$ cat src/design/dmp_pkg.sv
// constants, commands and states shared by the mask/inversion and bank-close block
package dmp_pkg;
   // register byte addresses on the apb bus
   localparam logic [7:0] ADDR_MODE3  = 8'h00;
   localparam logic [7:0] ADDR_MODE13 = 8'h04;
   localparam logic [7:0] ADDR_TIMING = 8'h08;
   localparam logic [7:0] ADDR_MODE1  = 8'h0C;
   localparam logic [7:0] ADDR_STATUS = 8'h10;
   // mode bit positions
   localparam int MR3_WINV_BIT  = 7;
   localparam int MR3_RINV_BIT  = 6;
   localparam int MR13_MASK_BIT = 5;
   localparam int MR1_BL32_BIT  = 0;
   // timing register fields, counted in link clock cycles
   localparam int TIM_WL_LSB   = 0;
   localparam int TIM_RL_LSB   = 4;
   localparam int TIM_RTP_LSB  = 8;
   localparam int TIM_WR_LSB   = 16;
   localparam int TIM_RAS_LSB  = 24;
   // status register fields
   localparam int STAT_OPEN_LSB = 0;
   localparam int STAT_PEND_LSB = 8;
   localparam int STAT_BUSY_BIT = 16;
   // reset values
   localparam logic [7:0]  MODE3_RST  = 8'h00;
   localparam logic [7:0]  MODE13_RST = 8'h00;
   localparam logic        MODE1_RST  = 1'b0;
   localparam logic [31:0] TIMING_RST = 32'h0406_0864;
   // command address layout
   localparam int CA_FLAG_BIT = 5;
   localparam int NUM_BANKS   = 8;
   localparam int NUM_LANES   = 2;
   // burst and threshold figures
   localparam logic [5:0] BEATS_16      = 6'h10;
   localparam logic [5:0] BEATS_32      = 6'h20;
   localparam logic [7:0] BL32_EXTRA    = 8'h08;
   localparam logic [7:0] WR_CLOSE_ADD  = 8'h01;
   localparam logic [3:0] MASK_ONES_MIN = 4'h5;
   localparam logic [3:0] READ_INV_MAX  = 4'h4;
   localparam logic [3:0] GROUP_LAST    = 4'hF;
   // commands as decoded from the command pins
   typedef enum logic [3:0] {
      CMD_NOP   = 4'h0,
      CMD_ACT   = 4'h1,
      CMD_RD    = 4'h2,
      CMD_WR    = 4'h3,
      CMD_MWR   = 4'h4,
      CMD_PRE   = 4'h5,
      CMD_MRR   = 4'h6,
      CMD_WFIFO = 4'h7,
      CMD_RFIFO = 4'h8
   } dmp_cmd_t;
   // burst sequencer states
   typedef enum logic [2:0] {
      PH_IDLE   = 3'h0,
      PH_WLAT   = 3'h1,
      PH_WBURST = 3'h2,
      PH_RLAT   = 3'h3,
      PH_RBURST = 3'h4
   } dmp_phase_t;
endpackage

$ cat src/design/dmp_top.sv
// one channel: mask/inversion line handling and bank closing, apb register access
//
// The register addresses and the APB register port were left to the implementer.
`timescale 1ns/1ps
module dmp_top
   import dmp_pkg::*;
#(
   parameter bit MRR_INV_SUPPORT = 1'b1,
   parameter int CNT_W           = 8
)(
   input  wire logic                  SYS_CLK,
   input  wire logic                  RESET,
   input  wire logic                  CLK_EN,
   input  wire logic                  PSEL,
   input  wire logic                  PENABLE,
   input  wire logic                  PWRITE,
   input  wire logic [7:0]            PADDR,
   input  wire logic [31:0]           PWDATA,
   input  wire logic [3:0]            PSTRB,
   output logic      [31:0]           PRDATA,
   output logic                       PREADY,
   output logic                       PSLVERR,
   input  wire logic                  LINK_CK,
   input  wire logic [3:0]            CMD_CODE,
   input  wire logic [5:0]            CMD_CA,
   input  wire logic [15:0]           DQ_IN,
   input  wire logic [1:0]            MIV_IN,
   output logic      [15:0]           DQ_OUT,
   output logic                       DQ_OE,
   output logic      [1:0]            MIV_OUT,
   output logic      [1:0]            MIV_OE,
   output logic                       MIV_RX_ON,
   output logic                       ARR_WR_STB,
   output logic      [15:0]           ARR_WR_DATA,
   output logic      [1:0]            ARR_WR_BE,
   output logic      [2:0]            ARR_WR_BANK,
   output logic                       ARR_GROUP_END,
   input  wire logic [15:0]           ARR_RD_DATA,
   output logic      [NUM_BANKS-1:0]  BANK_OPEN
);
   import dmp_pkg::*;

   localparam int PIN_W = 29;

   // refuse counter widths that cannot hold the timing fields
   if (CNT_W < 8 || CNT_W > 16)
   begin : g_chk
      $error("dmp_top: CNT_W must be 8 to 16");
   end

   typedef struct packed {
      logic [PIN_W-1:0]                 s1;
      logic [PIN_W-1:0]                 s2;
      logic [PIN_W-1:0]                 s3;
      logic [PIN_W-1:0]                 pin;
      logic [7:0]                       mode3;
      logic [7:0]                       mode13;
      logic                             bl32;
      logic [31:0]                      timing;
      logic [31:0]                      prdata;
      logic                             pslverr;
      dmp_phase_t                       phase;
      dmp_cmd_t                         kind;
      logic [3:0]                       lat;
      logic [5:0]                       beat;
      logic [2:0]                       bank;
      logic [31:0][1:0]                 fifo;
      logic [NUM_BANKS-1:0]             open;
      logic [NUM_BANKS-1:0]             pend;
      logic [NUM_BANKS-1:0][CNT_W-1:0]  ras;
      logic [NUM_BANKS-1:0][CNT_W-1:0]  apc;
      logic [15:0]                      dq_out;
      logic                             dq_oe;
      logic [1:0]                       miv_out;
      logic [1:0]                       miv_oe;
      logic                             wr_stb;
      logic [15:0]                      wr_data;
      logic [1:0]                       wr_be;
      logic                             grp_end;
   } dmp_state_t;

   dmp_state_t s;
   dmp_state_t next_s;

   // count of ones in a byte
   function automatic logic [3:0] ones8(input logic [7:0] v);
      logic [3:0] c;
      c = 4'h0;
      for (int i = 0; i < 8; i++)
      begin
         c = c + {3'h0, v[i]};
      end
      return c;
   endfunction

   // settled pin values and derived controls
   logic             lk_now;
   logic             lk_old;
   logic             lk_rise;
   logic             lk_edge;
   logic [3:0]       cmd_raw;
   logic [5:0]       ca;
   logic [15:0]      dq;
   logic [1:0]       miv;
   logic             mask_en;
   logic             winv_en;
   logic             rinv_en;
   logic [3:0]       wl;
   logic [3:0]       rl;
   logic [CNT_W-1:0] read_to_close_cycles;
   logic [CNT_W-1:0] nwr;
   logic [CNT_W-1:0] nras;
   logic [5:0]       beats;
   logic [CNT_W-1:0] rd_close;
   logic [CNT_W-1:0] wr_close;
   logic             apb_setup;
   logic             apb_write;

   assign lk_old  = s.pin[PIN_W-1];
   assign mask_en = s.mode13[MR13_MASK_BIT];
   assign winv_en = s.mode3[MR3_WINV_BIT];
   assign rinv_en = s.mode3[MR3_RINV_BIT];
   assign wl      = s.timing[TIM_WL_LSB +: 4];
   assign rl      = s.timing[TIM_RL_LSB +: 4];
   assign read_to_close_cycles    = CNT_W'(s.timing[TIM_RTP_LSB +: 8]);
   assign nwr     = CNT_W'(s.timing[TIM_WR_LSB +: 8]);
   assign nras    = CNT_W'(s.timing[TIM_RAS_LSB +: 8]);
   assign beats   = s.bl32 ? BEATS_32 : BEATS_16;
   // read close counts from half burst minus eight, so burst 32 adds eight
   assign rd_close = read_to_close_cycles + (s.bl32 ? CNT_W'(BL32_EXTRA) : '0);
   // write close: latency plus half burst plus one plus recovery
   assign wr_close = CNT_W'(wl) + CNT_W'(beats[5:1]) + CNT_W'(WR_CLOSE_ADD) + nwr;
   assign apb_setup = PSEL & ~PENABLE;
   assign apb_write = PSEL & PENABLE & PWRITE;

   // next state of the whole block
   always_comb
   begin
      next_s = s;
      // three-stage pin capture, a bit settles when stages two and three agree
      next_s.s1  = {LINK_CK, CMD_CODE, CMD_CA, DQ_IN, MIV_IN};
      next_s.s2  = s.s1;
      next_s.s3  = s.s2;
      next_s.pin = (s.s2 & ~(s.s2 ^ s.s3)) | (s.pin & (s.s2 ^ s.s3));
      lk_now  = next_s.pin[PIN_W-1];
      lk_rise = lk_now & ~lk_old;
      lk_edge = lk_now ^ lk_old;
      cmd_raw = next_s.pin[27:24];
      ca      = next_s.pin[23:18];
      dq      = next_s.pin[17:2];
      miv     = next_s.pin[1:0];
      next_s.wr_stb  = 1'b0;
      next_s.grp_end = 1'b0;

      // apb: read data and error prepared in the setup cycle
      if (apb_setup)
      begin
         next_s.pslverr = 1'b0;
         case (PADDR)
            ADDR_MODE3:  next_s.prdata = {24'h0, s.mode3};
            ADDR_MODE13: next_s.prdata = {24'h0, s.mode13};
            ADDR_TIMING: next_s.prdata = s.timing;
            ADDR_MODE1:  next_s.prdata = {31'h0, s.bl32};
            ADDR_STATUS: next_s.prdata = {15'h0, (s.phase != PH_IDLE), s.pend, s.open};
            default:
            begin
               next_s.prdata  = 32'h0;
               next_s.pslverr = 1'b1;
            end
         endcase
      end
      // apb writes honour byte strobes
      if (apb_write)
      begin
         case (PADDR)
            ADDR_MODE3:  if (PSTRB[0]) next_s.mode3 = PWDATA[7:0];
            ADDR_MODE13: if (PSTRB[0]) next_s.mode13 = PWDATA[7:0];
            ADDR_MODE1:  if (PSTRB[0]) next_s.bl32 = PWDATA[MR1_BL32_BIT];
            ADDR_TIMING:
            begin
               for (int b = 0; b < 4; b++)
               begin
                  if (PSTRB[b]) next_s.timing[8*b +: 8] = PWDATA[8*b +: 8];
               end
            end
            default: ;
         endcase
      end

      // per-bank timers on each link rising edge
      for (int b = 0; b < NUM_BANKS; b++)
      begin
         if (lk_rise)
         begin
            if (s.open[b] && s.ras[b] != '1) next_s.ras[b] = s.ras[b] + 1'b1;
            if (s.apc[b] != '0) next_s.apc[b] = s.apc[b] - 1'b1;
            // internal close waits for its delay and the row active minimum
            if (s.pend[b] && s.apc[b] <= CNT_W'(1) && s.ras[b] >= nras)
            begin
               next_s.pend[b] = 1'b0;
               next_s.open[b] = 1'b0;
            end
         end
      end

      // command decode on the link rising edge
      if (lk_rise)
      begin
         case (cmd_raw)
            CMD_ACT:
            begin
               next_s.open[ca[2:0]] = 1'b1;
               next_s.ras[ca[2:0]]  = '0;
               next_s.pend[ca[2:0]] = 1'b0;
            end
            CMD_PRE:
            begin
               if (ca[CA_FLAG_BIT])
               begin
                  next_s.open = '0;
                  next_s.pend = '0;
               end
               else
               begin
                  next_s.open[ca[2:0]] = 1'b0;
                  next_s.pend[ca[2:0]] = 1'b0;
               end
            end
            CMD_RD, CMD_WR, CMD_MWR:
            begin
               // auto-close flag arms the close, flag low leaves the bank open
               if (ca[CA_FLAG_BIT])
               begin
                  next_s.pend[ca[2:0]] = 1'b1;
                  next_s.apc[ca[2:0]]  = (cmd_raw == CMD_RD) ? rd_close : wr_close;
               end
            end
            default: ;
         endcase
         // bursts start only from idle; a command during a burst moves no data
         if (s.phase == PH_IDLE)
         begin
            case (cmd_raw)
               CMD_WR, CMD_MWR, CMD_WFIFO:
               begin
                  next_s.kind  = dmp_cmd_t'(cmd_raw);
                  next_s.bank  = ca[2:0];
                  next_s.lat   = wl;
                  next_s.phase = PH_WLAT;
               end
               CMD_RD, CMD_MRR, CMD_RFIFO:
               begin
                  next_s.kind  = dmp_cmd_t'(cmd_raw);
                  next_s.lat   = rl;
                  next_s.phase = PH_RLAT;
               end
               default: ;
            endcase
         end
      end

      // burst sequencer
      case (s.phase)
         PH_IDLE: ;
         PH_WLAT, PH_RLAT:
         begin
            if (lk_rise)
            begin
               next_s.lat  = s.lat - 1'b1;
               next_s.beat = '0;
               if (s.lat <= 4'h1)
               begin
                  next_s.phase = (s.phase == PH_WLAT) ? PH_WBURST : PH_RBURST;
                  next_s.dq_oe  = (s.phase == PH_RLAT);
                  // line driven for fifo, inverting reads and any mode register read
                  next_s.miv_oe = {NUM_LANES{(s.phase == PH_RLAT) &&
                                  (s.kind == CMD_RFIFO || s.kind == CMD_MRR || rinv_en)}};
               end
            end
         end
         PH_WBURST:
         begin
            if (lk_edge)
            begin
               next_s.wr_stb  = (s.kind != CMD_WFIFO);
               next_s.wr_data = dq;
               next_s.wr_be   = 2'b11;
               for (int l = 0; l < NUM_LANES; l++)
               begin
                  case (s.kind)
                     CMD_WFIFO: next_s.fifo[s.beat][l] = miv[l];
                     CMD_WR:
                     begin
                        // without inversion the line is ignored on writes
                        if (winv_en && miv[l])
                           next_s.wr_data[8*l +: 8] = ~dq[8*l +: 8];
                     end
                     CMD_MWR:
                     begin
                        if (!winv_en)
                           next_s.wr_be[l] = ~miv[l];
                        else if (ones8({dq[8*l+7 -: 6], 2'b00}) >= MASK_ONES_MIN
                                 && !miv[l])
                           next_s.wr_be[l] = 1'b0;
                        else if (miv[l])
                           next_s.wr_data[8*l +: 8] = ~dq[8*l +: 8];
                     end
                     default: ;
                  endcase
               end
               // group boundary marks where write recovery may begin
               next_s.grp_end = (s.beat[3:0] == GROUP_LAST) && (s.kind != CMD_WFIFO);
               next_s.beat    = s.beat + 1'b1;
               if (s.beat == beats - 6'h1) next_s.phase = PH_IDLE;
            end
         end
         PH_RBURST:
         begin
            if (lk_edge)
            begin
               next_s.dq_out  = ARR_RD_DATA;
               next_s.miv_out = 2'b00;
               for (int l = 0; l < NUM_LANES; l++)
               begin
                  if (s.kind == CMD_RFIFO)
                     next_s.miv_out[l] = s.fifo[s.beat][l];
                  else if (rinv_en && (s.kind == CMD_RD || MRR_INV_SUPPORT))
                  begin
                     if (ones8(ARR_RD_DATA[8*l +: 8]) > READ_INV_MAX)
                     begin
                        next_s.dq_out[8*l +: 8] = ~ARR_RD_DATA[8*l +: 8];
                        next_s.miv_out[l]       = 1'b1;
                     end
                  end
               end
               next_s.beat = s.beat + 1'b1;
               if (s.beat == beats - 6'h1)
               begin
                  next_s.phase  = PH_IDLE;
               end
            end
            // drivers released one link edge after the last beat
            if (lk_edge && s.beat == beats)
            begin
               next_s.dq_oe  = 1'b0;
               next_s.miv_oe = 2'b00;
            end
         end
         default: next_s.phase = PH_IDLE;
      endcase
      // keep the last read beat on the pins for one more link edge
      if (s.phase == PH_RBURST && lk_edge && s.beat == beats - 6'h1)
      begin
         next_s.beat = beats;
      end
      if (s.phase == PH_IDLE && s.dq_oe && lk_edge)
      begin
         next_s.dq_oe  = 1'b0;
         next_s.miv_oe = 2'b00;
      end
   end

   // registered state, frozen while clock enable is low
   always_ff @(posedge SYS_CLK or posedge RESET)
   begin
      if (RESET)
      begin
         s        <= '0;
         s.mode3  <= MODE3_RST;
         s.mode13 <= MODE13_RST;
         s.bl32   <= MODE1_RST;
         s.timing <= TIMING_RST;
      end
      else if (CLK_EN)
      begin
         s <= next_s;
      end
   end

   // outputs
   assign PREADY        = CLK_EN;
   assign PRDATA        = s.prdata;
   assign PSLVERR       = s.pslverr;
   assign DQ_OUT        = s.dq_out;
   assign DQ_OE         = s.dq_oe;
   assign MIV_OUT       = s.miv_out;
   assign MIV_OE        = s.miv_oe;
   // receivers on while masking or write inversion is enabled, or during a fifo training write
   assign MIV_RX_ON     = mask_en | winv_en | (s.kind == CMD_WFIFO && s.phase != PH_IDLE);
   assign ARR_WR_STB    = s.wr_stb;
   assign ARR_WR_DATA   = s.wr_data;
   assign ARR_WR_BE     = s.wr_be;
   assign ARR_WR_BANK   = s.bank;
   assign ARR_GROUP_END = s.grp_end;
   assign BANK_OPEN     = s.open;
endmodule

$ cat config.mk
export PLATFORM = sky130hd
export DESIGN_NAME = dmp_top
export DESIGN_NICKNAME = d
export VERILOG_FILES = /design/src/design/dmp_pkg.sv /design/src/design/dmp_top.sv
export SDC_FILE = /design/constraint.sdc
export NUM_CORES = 1
export LEC_CHECK = 0
export BUFFER_PORTS_ARGS = -buffer_cell sky130_fd_sc_hd__buf_2
export CORE_ASPECT_RATIO = 1.2
export CORE_MARGIN = 8
export CORE_UTILIZATION = 60
export DETAILED_ROUTE_END_ITERATION = 10
export HOLD_SLACK_MARGIN = 0.08
export PLACE_DENSITY = 0.81
export SETUP_SLACK_MARGIN = 0.5
export SYNTH_ARGS = -nofsm -noshare
export SYNTH_HDL_FRONTEND = slang
export SYNTH_SLANG_ARGS = --single-unit
$ cat constraint.sdc
create_clock -name SYS_CLK -period 22.1 [get_ports SYS_CLK]
set_input_delay 0 -clock SYS_CLK [delete_from_list [all_inputs] [get_ports SYS_CLK]]
set_output_delay 0 -clock SYS_CLK [all_outputs]
set_load 0.1 [all_outputs]
# ---- Word-level counts from Yosys, hierarchy flattened
# Index checks and enable logic that the tools add are counted.
dict set report op_classes {
  n_lt_le_gt_ge 25
  n_eq_ne 38
  n_addsub 47
  reduce_logical 76
  bitwise_logic 27
  muxes 148
}
# operator n
set ops {}
lappend ops {{64-bit two-way mux} 7}
lappend ops {{8-bit two-way mux} 49}
lappend ops {{64-bit bitwise mux} 3}
lappend ops {{32-bit case mux with 5 select lines} 1}
lappend ops {{144-bit two-way mux} 1}
lappend ops {{8-bit by 1-bit adder with 8-bit output, second input constant} 8}
lappend ops {{64-bit AND} 1}
lappend ops {{8-bit >= comparator} 8}
lappend ops {{8-bit by 1-bit <= comparator with 1-bit output, second input constant} 8}
lappend ops {{8-bit inequality test, second input constant} 8}
lappend ops {{64-bit NOT} 1}
lappend ops {{8-bit nonzero test} 8}
lappend ops {{8-bit by 1-bit subtractor with 8-bit output, second input constant} 8}
lappend ops {{29-bit AND} 2}
lappend ops {{1-bit two-way mux} 51}
lappend ops {{4-bit by 1-bit adder with 4-bit output} 12}
lappend ops {{8-bit case mux with 2 select lines} 3}
lappend ops {{20-bit two-way mux} 2}
lappend ops {{8-bit NOT} 5}
lappend ops {{4-bit AND reduction} 10}
lappend ops {{1-bit logical AND} 38}
lappend ops {{29-bit NOT} 1}
lappend ops {{29-bit bitwise OR} 1}
lappend ops {{29-bit bitwise XOR} 1}
lappend ops {{67 further kinds} 124}
dict set report word_totals {
  register_bits 467
  elab_cells 437
  inputBits 95
}

# ---- Depth between registers and ports, before layout
# Gate-level depths: netlist of the first run.
dict set report depth {
  ltp_word 16
  mapped_depth 13
}

# ---- Worst setup path after synthesis of the first run
# OpenSTA, ideal clock, no wires.
dict set report synth_timing {
  kind {input to register}
  start {input port ARR_RD_DATA[0]}
  end {register s, in the netlist DQ_OUT[0]}
  slack_ps 18782
  arrival_ps 3182
  path_buffers 0
  t_required_ps 21964
  setup_time_ps 136
  stages 13
  path_cell_list {fa_1 inv_1 fa_1 fa_1 inv_1 ha_1 fa_1 o22ai_1 a21oi_1 a21oi_1 nor2_1 xnor2_1 o21ai_0}
}
dict set report synth_between {
  elab_chain_len 11
  elab_cells_between_ends 12
  classes_between {7 x add/sub; 1 x order compare; 3 x mux; 1 x bitwise}
}
# element line_no
set synth_rtl {}
lappend synth_rtl {{start, declared} dmp_top.sv:38} ;# input wire logic [15:0] ARR_RD_DATA,
lappend synth_rtl {{1-bit by 1-bit adder with 2-bit output} dmp_top.sv:91} ;# c = c + {3'h0, v[i]};
lappend synth_rtl {{2-bit by 1-bit adder with 3-bit output} dmp_top.sv:91}
lappend synth_rtl {{3-bit by 1-bit adder with 4-bit output} dmp_top.sv:91}
lappend synth_rtl {{4-bit by 1-bit adder with 4-bit output (4 in a row)} dmp_top.sv:91}
lappend synth_rtl {{4-bit by 3-bit greater-than comparator with 1-bit output} dmp_top.sv:329} ;# if (ones8(ARR_RD_DATA[8*l +: 8]) > READ_INV_MAX)
lappend synth_rtl {{8-bit two-way mux} dmp_top.sv:329}
lappend synth_rtl {{8-bit two-way mux} dmp_top.sv:327} ;# else if (rinv_en && (s.kind == CMD_RD || MRR_INV_SUPPORT))
lappend synth_rtl {{8-bit two-way mux *} dmp_top.sv:325} ;# if (s.kind == CMD_RFIFO)
lappend synth_rtl {{end signal, assigned} dmp_top.sv:376} ;# s <= next_s;
lappend synth_rtl {{end, declared} dmp_top.sv:82} ;# dmp_state_t s;
# Mark *: on every way between the ends. The rest lies on a longest branch, timed or not.
# A chain may end at the register's enable or synchronous reset.

# ---- Worst setup path in the final report of the first run
dict set report layout_timing {
  start {input port ARR_RD_DATA[0]}
  end {register s, in the netlist DQ_OUT[7]}
}
dict set report layout_between {
  elab_chain_len 11
}
# element line_no
set layout_rtl {}
lappend layout_rtl {{1-bit by 1-bit adder with 2-bit output} dmp_top.sv:91}
lappend layout_rtl {{2-bit by 1-bit adder with 3-bit output} dmp_top.sv:91}
lappend layout_rtl {{3-bit by 1-bit adder with 4-bit output} dmp_top.sv:91}
lappend layout_rtl {{4-bit by 1-bit adder with 4-bit output (4 in a row)} dmp_top.sv:91}
lappend layout_rtl {{4-bit by 3-bit greater-than comparator with 1-bit output} dmp_top.sv:329}
lappend layout_rtl {{8-bit two-way mux} dmp_top.sv:329}
lappend layout_rtl {{8-bit two-way mux} dmp_top.sv:327}
lappend layout_rtl {{8-bit two-way mux} dmp_top.sv:325}
# Every way passes these cells.

==> reports/metrics.yaml, run 1 <==
timing:
  finalHoldViolations: 0
  slew_headroom_pct: 11.8
  fin_crit_sh_pct: 17.9
  fmax_ghz: 0.253
  finalSetupViolCount: 0
  period_minus_slack_ns: 3.95
  fin_ws_ns: 18.15
  clock_skew_ns: 0.0411
  worst_slew_pin_slew_ns: 1.29
  slew_violations: 0
  tns_ns: 0
  rsz0062_at_grt: "no"
detailed_routing:
  viasPerCell: 6.35
  antenna_left: 0
  vias: 20700
  first_iter_violations: 1899
  drt_wl_total_mm: 69.1
  drc_errors: 0
  dr.pass1.iters: 8
  wl_per_cell_um: 21.1
floorplanning:
  fp.dieH_um: 242
  core-area_um2: 41800
  dieArea_um2: 49300
  placementRows: 82
  dieWidth_um: 204
  start_util_pct: 60.9
  ios: 182
logic_synthesis:
  synth_top_area_share_pct: 44.4
  synth_area_leaders: "dfrtp_1, mux2_2, ha_1"
  synth_edf_count: 0
  yosysTopAreaCell: "dfrtp_1"
  async_reset_ff_share_pct: 100
  syn_area_um2: 25400
  synth_cells: 2507
  avgSynthCellArea_um2: 10.1
  ys.flop_type: "dfrtp_1"
  yosysSeqAreaShare_pct: 45.1
  ys_types: 88
  ys_seq_elements: 458
  synthesis.nets: 2732
  yosys_warnings: 0
setup_path:
  endpoint_kind: "flop"
  worstSetupPathType: "in2reg"
  cp_max_fo: 9
  arrival_ns: 4.42
  crit_path_start_kind: "input port"
  critPathRequiredTime_ns: 22.57
  reg2reg_depth: 9
clock_tree:
  htree_levels: 2
  clock-sinks: 458
  cts_resized: 0
  cts_tree: "yes"
  numCtsBuffers: 47
  cts_max_path_buffers: 3
  clkLatencyLatePin_ns: 0.61
  cts_root_buf: "clkbuf_16"
  clk_pin_slew_ns: 0.06
final_layout:
  final_common_cell: "dfrtp_1"
  nFillCells: 2896
  area_growth_pct: 14.2
  drive_gt1_share_pct: 18.6
  diodes: 0
  final_cell_mix: "dfrtp_1, nand2_1, o21ai_0, buf_2, mux2_2"
  nets: 2908
pwr:
  p_leak_uw: 0.0137
  cellPowerDensity_nw_per_um2: 98.9
  ir_drop_mv: 0.0954
place:
  dp_slack_ns: 18.29
  port_buffers: 179
  hpwl_mm: 44.7
  gp_congestion: 0.912
global_route:
  track_usage_pct: 27.5
  grt_max_degree: 188
  grt_pass1_vias: 20600
  antenna_found_initial: 0
  grt_pass1_wl_mm: 111
  grt-ovfl-total: 0
job:
  maxCapViolCount: 0
run_status:
  outcome: "finished clean"
min_path:
  min_path_type: "in2async"
-- worst max-delay path, cell delays in order --
cell	delay, ns
dlygate4sd3_1	0.53
buf_2	0.15
fa_1	0.55
inv_1	0.07
fa_1	0.47
fa_1	0.51
inv_1	0.05
ha_1	0.20
fa_1	0.49
o22ai_1	0.07
a21oi_1	0.11
a21oi_1	0.05
nor2_1	0.73
xnor2_1	0.16
o21ai_0	0.26
-- registers in the layout, summed over array words and instances, names as in the netlist, 3 cells and up --
signal,count
DQ_OUT,16
nras,8
BANK_OPEN,8
read_to_close_cycles,8
PRDATA,32
ARR_WR_DATA,16
s,289
nwr,8
rl,4
ARR_WR_BANK,3
next_s,54
-- synthesized netlist by cell type (18+ instances only) --
| library cell | n |
|---|---|
| o21ai_0 | 214 |
| a21o_1 | 38 |
| nand3_1 | 59 |
| ha_1 | 114 |
| mux2i_1 | 18 |
| o211ai_1 | 19 |
| buf_4 | 84 |
| a22oi_1 | 35 |
| and3_1 | 23 |
| buf_2 | 21 |
| or3_1 | 18 |
| xor2_1 | 49 |
| nand2_1 | 273 |
| mux2_2 | 164 |
| clkbuf_1 | 79 |
| xnor2_1 | 40 |
| a21oi_1 | 104 |
| inv_1 | 110 |
| nor3_1 | 35 |
| nand4_1 | 34 |
| nand2b_1 | 25 |
| dfrtp_1 | 451 |
| nor2_1 | 141 |
-- path summary, 6_finish.rpt --
| path | slack [ns] | start | endpoint |
|---|---|---|---|
| worst max-delay path | 18.15 | ARR_RD_DATA[0] | DQ_OUT[7] |
| worst max register to register | 18.36 | s[334] | s[88] |
| worst min-delay path | 0.14 | RESET | PRDATA[21] |
| min in group SYS_CLK | 0.17 | PSTRB[1] | read_to_close_cycles[6] |
| worst min register to register | 0.48 | PRDATA[22] | PRDATA[22] |
| max in group asynchronous | 19.58 | RESET | s[360] |
-- layer usage --
layer  track usage, %  routed length [um]  vias up
met3             5.42                5860      197
met4             11.6                2740        0
met5                0                   0        -
met2             44.7               33000      980
li1                 -                   -     9296
met1             35.4               27500    10300
-- metrics by stage --
| step | hold slack, ns | power (uW) | std cells | cell area (um2) | util (%) |
|---|---|---|---|---|---|
| after CTS | 0.0965 | 2870 | 3268 | 29000 | 69.6 |
| after detailed placement | 0.227 | 1970 | 3055 | 26100 | 62.4 |
| after global placement | 0.219 | 1920 | 3055 | 26100 | 62.4 |
| after floorplan | 0.107 | 1800 | 2507 | 25400 | - |
| final | 0.135 | 2870 | 3268 | 29000 | 69.6 |
| after global routing | 0.156 | 3010 | 3268 | 29000 | 69.6 |
-- kinds of logic after synthesis --
kind of cell    count (synthesis)  share of synthesized area, %
fa+ha+maj                     150                          7.67
flops                         458                          45.1
simple gates                  716                          13.7
buf+inv                       301                          5.84
xor+xnor                       89                          3.06
mux                           200                          9.50
compound gates                593                          15.1
-- timing repair --
action / in CTS / in global routing
setup buffers: 0 / 0
hold buffers: 125 / 0
endpoints found under the hold margin: 272 / 0
-- final cells by class --
class / instances / area (um2) / share of cell area [%]
inverter: 110 / 420 / 1.45
clock buffer: 66 / 1370 / 4.71
multi-input combinational: 1748 / 12500 / 43.0
tap: 546 / 683 / 2.35
timing repair buffer: 318 / 2270 / 7.82
sequential: 458 / 11500 / 39.5
clock inverter: 22 / 358 / 1.23
-- report_power, final --
part | leakage (uW) | switching, uW | internal, uW
Sequential | 0.00588 | 160 | 978
Clock | 0.000843 | 348 | 529
Combinational | 0.00694 | 581 | 276
Total | 0.0137 | 1090 | 1780
(Power assumes the default switching activity.)
==> run 2, diff against run 1 <==
--- a/config.mk
+++ b/config.mk
@@ -5,6 +5,7 @@
 export SDC_FILE = /design/constraint.sdc
 export NUM_CORES = 1
 export LEC_CHECK = 0
+export ABC_AREA = 1
 export BUFFER_PORTS_ARGS = -buffer_cell sky130_fd_sc_hd__buf_2
 export CORE_ASPECT_RATIO = 1.2
 export CORE_MARGIN = 8
==> constraint.sdc (replaced) <==
create_clock -name SYS_CLK -period 3.8 [get_ports SYS_CLK]
set_input_delay 0 -clock SYS_CLK [delete_from_list [all_inputs] [get_ports SYS_CLK]]
set_output_delay 0 -clock SYS_CLK [all_outputs]
set_load 0.1 [all_outputs]
==> run 2 against run 1 <==
Compared with the run above:
- final cell count is 30% higher
- first-iteration DRC count is 13% higher
- total power grew to 6.4 times the previous value
- setup slack worse by 18 ns
- die area is 4.4% higher
- combinational power grew to 7.7 times the previous value
- worst hold slack worse by 0.0022 ns
- sequential power grew to 5.9 times the previous value
- count of clock-buffer cells in the layout is 4 lower
- via count is 16% higher
- highest routed layer unchanged
==> reports/metrics.yaml, run 2 <==
logic_synthesis:
  avgSynthCellArea_um2: 7.65
  synth_fa_ha_area_share_pct: 6.56
  synthTopCellsByCount: "nand2_1, dfrtp_1, inv_1"
  yosysTopAreaCell: "dfrtp_1"
  synth-compound-area-share_pct: 12.4
  synthMuxAreaShare_pct: 0.503
  yosys_warnings: 0
  synth_cells: 3480
  yosys.area_share.simple_pct: 26.3
  ys.flop_type: "dfrtp_1"
  ys_seq_elements: 458
  synth_top_area_share_pct: 42.4
  synth_edf_count: 0
  yosys.area_share.xor_xnor_pct: 1.91
  yosysSeqAreaShare_pct: 43.1
  synth_top_family_by_area: "simple AND/OR/NAND/NOR gates"
  ys_types: 61
  yosysMostFrequentCell: "nand2_1"
  syn_area_um2: 26600
  synthesis.nets: 3705
  synth_area_leaders: "dfrtp_1, nand2_1, o21ai_0"
  async_reset_ff_share_pct: 100
setup_path:
  max_stage_delay_ns: 0.53
  critPathMostFrequentCell: "inv_1"
  critPathRequiredTime_ns: 4.27
  worstSetupPathType: "in2reg"
  arrival_ns: 3.69
  reg2reg_from: "next_s[387]"
  worstPathCellList: "dlygate4sd3_1 -> buf_2 -> inv_1 -> fa_1 -> fa_1 -> inv_1 -> ha_1 -> fa_1 -> nor2_1 -> inv_1 -> a21oi_1 -> nor3_4 -> inv_1 -> o21ai_0 -> o21ai_0"
  rrSetupSlack_ns: 0.77
  crit_path_start_kind: "input port"
  endpoint_kind: "flop"
  cp_top_family: "adder cells"
  regToRegEndpoint: "ARR_WR_BE[0]"
  cpMaxStageDelayCell: "dlygate4sd3_1"
  reg2reg_depth: 9
  path_buf_inv: 6
  cp_max_fo: 10
final_layout:
  largest_register_ffs: 289
  area_growth_pct: 13.4
  largest-register: "s"
  instances_no_fill: 4250
  nets: 3878
  final_area_um2: 30200
  final_common_cell: "nand2_1"
  drive_gt1_share_pct: 10.8
  final_cell_mix: "nand2_1, dfrtp_1, inv_1, o21ai_0, nor2_1"
  diodes: 0
timing:
  slew_violations: 0
  tns_ns: 0
  slew_headroom_pct: 31.7
  rsz0062_at_grt: "yes"
  worst_slew_pin_slew_ns: 1.02
  clock_skew_ns: 0.0279
  fin_crit_sh_pct: 84.6
  period_minus_slack_ns: 3.21
  finalSetupViolCount: 0
  worst_hold_slack_ns: 0.133
  finalHoldViolations: 0
  fmax_ghz: 0.311
clock_tree:
  numCtsBuffers: 46
  htree_levels: 2
  clk_pin_slew_ns: 0.06
  clock-sinks: 458
  clkLatencyLatePin_ns: 0.60
  cts_tree: "yes"
  cts_max_path_buffers: 3
  cts_root_buf: "clkbuf_16"
detailed_routing:
  drc_errors: 0
  dr.pass1.iters: 6
  vias: 24000
  viasPerCell: 5.65
  first_iter_violations: 2138
  drt_wl_total_mm: 71.2
  wl_per_cell_um: 16.8
  antenna_left: 0
min_path:
  min_path_cells: 8
  hold_end: "PRDATA[6]"
  min_path_type: "in2reg"
  hold_path.startpoint: "PADDR[1]"
job:
  maxCapViolCount: 0
global_route:
  antenna_found_initial: 0
  track_usage_pct: 27.2
  grt_pass1_wl_mm: 115
  grt_pass1_vias: 22900
  grt-ovfl-total: 0
  grt_max_degree: 214
floorplanning:
  ios: 182
  fp.dieH_um: 247
  dieArea_um2: 51400
  dieWidth_um: 208
  start_util_pct: 60.8
  placementRows: 84
  core-area_um2: 43800
place:
  hpwl_mm: 47.2
  gp_congestion: 0.956
  placed_cells: 4061
  port_buffers: 179
  place_area_um2: 27400
pwr:
  cellPowerDensity_nw_per_um2: 607
  p_leak_uw: 0.0157
  ir_drop_mv: 0.545
run_status:
  outcome: "finished clean"
==> run 2: cell count changes in the layout (fill, tap and decap cells not counted), moves of 25 or more <==
cell           previous run  this run
a21o_1                   38         1
a21oi_1                 104       150
dlygate4sd3_1           125       100
inv_1                   108       349
mux2_2                  164        11
nand2_1                 273      1024
nand2b_1                 25         0
nand3_1                  59       197
nor2_1                  141       277
nor3_1                   35        65
o21ai_0                 214       307
o21ai_1                  10        36
==> run 2: kinds of logic after synthesis <==
group / after synthesis
compound gates: 605
xor+xnor: 58
mux: 12
simple gates: 1657
flops: 458
fa+ha+maj: 130
buf+inv: 560
==> run 2: through the flow <==
stage                     total power [uW]  setup WS [ns]  utilization (%)
after floorplan                      12000          -2.39                -
after global placement               12900          0.139             62.6
after detailed placement             13100         0.0295             62.6
after CTS                            18200          0.513             68.7
after global routing                 19400          0.399             68.9
final                                18300          0.585             68.9
==> run 2: worst max-delay path by stage <==
stage | from | end | cells after the start | slack, ns
after floorplan | RESET | ARR_GROUP_END | 1 | -2.39
after global placement | ARR_RD_DATA[8] | DQ_OUT[13] | 15 | 0.14
after detailed placement | ARR_RD_DATA[8] | DQ_OUT[13] | 15 | 0.03
after CTS | ARR_RD_DATA[3] | DQ_OUT[0] | 16 | 0.51
after global routing | ARR_RD_DATA[13] | DQ_OUT[13] | 14 | 0.40
final | ARR_RD_DATA[13] | DQ_OUT[13] | 15 | 0.59
==> run 2: what timing repair did <==
item | CTS | global route
hold buffers | 100 | 1
hold endpoints to repair | 466 | 1
gates resized for setup | 0 | 15
setup endpoints to repair | 0 | 12
buffers inserted | 0 | 2
==> run 2: final cells by class <==
| cell class | count | area (um2) |
|---|---|---|
| clock buffers | 62 | 1300 |
| clock inverters | 24 | 378 |
| fillers | 3373 | 13600 |
| inverters | 376 | 1430 |
| multi-input cells | 2462 | 12700 |
| flip-flops and latches | 458 | 11500 |
| well taps | 559 | 699 |
| repair buffers | 309 | 2190 |
==> run 2: power by group <==
group | total (uW) | leakage (uW) | internal, uW | switching [uW]
clock network | 5060 | 0.000828 | 3030 | 2030
registers | 6670 | 0.00592 | 5780 | 885
logic | 6590 | 0.00898 | 1860 | 4730
==> run 2: metal layers <==
layer,track usage (%),wire (um),part of all wire (%),vias to the layer above
met3,5.03,5140,7.2,202
met1,33.5,29100,41,11300
met5,0,0,0,-
met2,45.6,33500,47,916
li1,-,-,-,11600
met4,13.9,3520,4.9,0
==> run 2: worst min-delay path, cell delays in order <==
cell and delay (ns):
buf_2 0.07, inv_1 0.04, nand2_1 0.12, nor2_1 0.07, nand2_1 0.07, inv_2 0.09
a21oi_1 0.14, o21ai_0 0.07
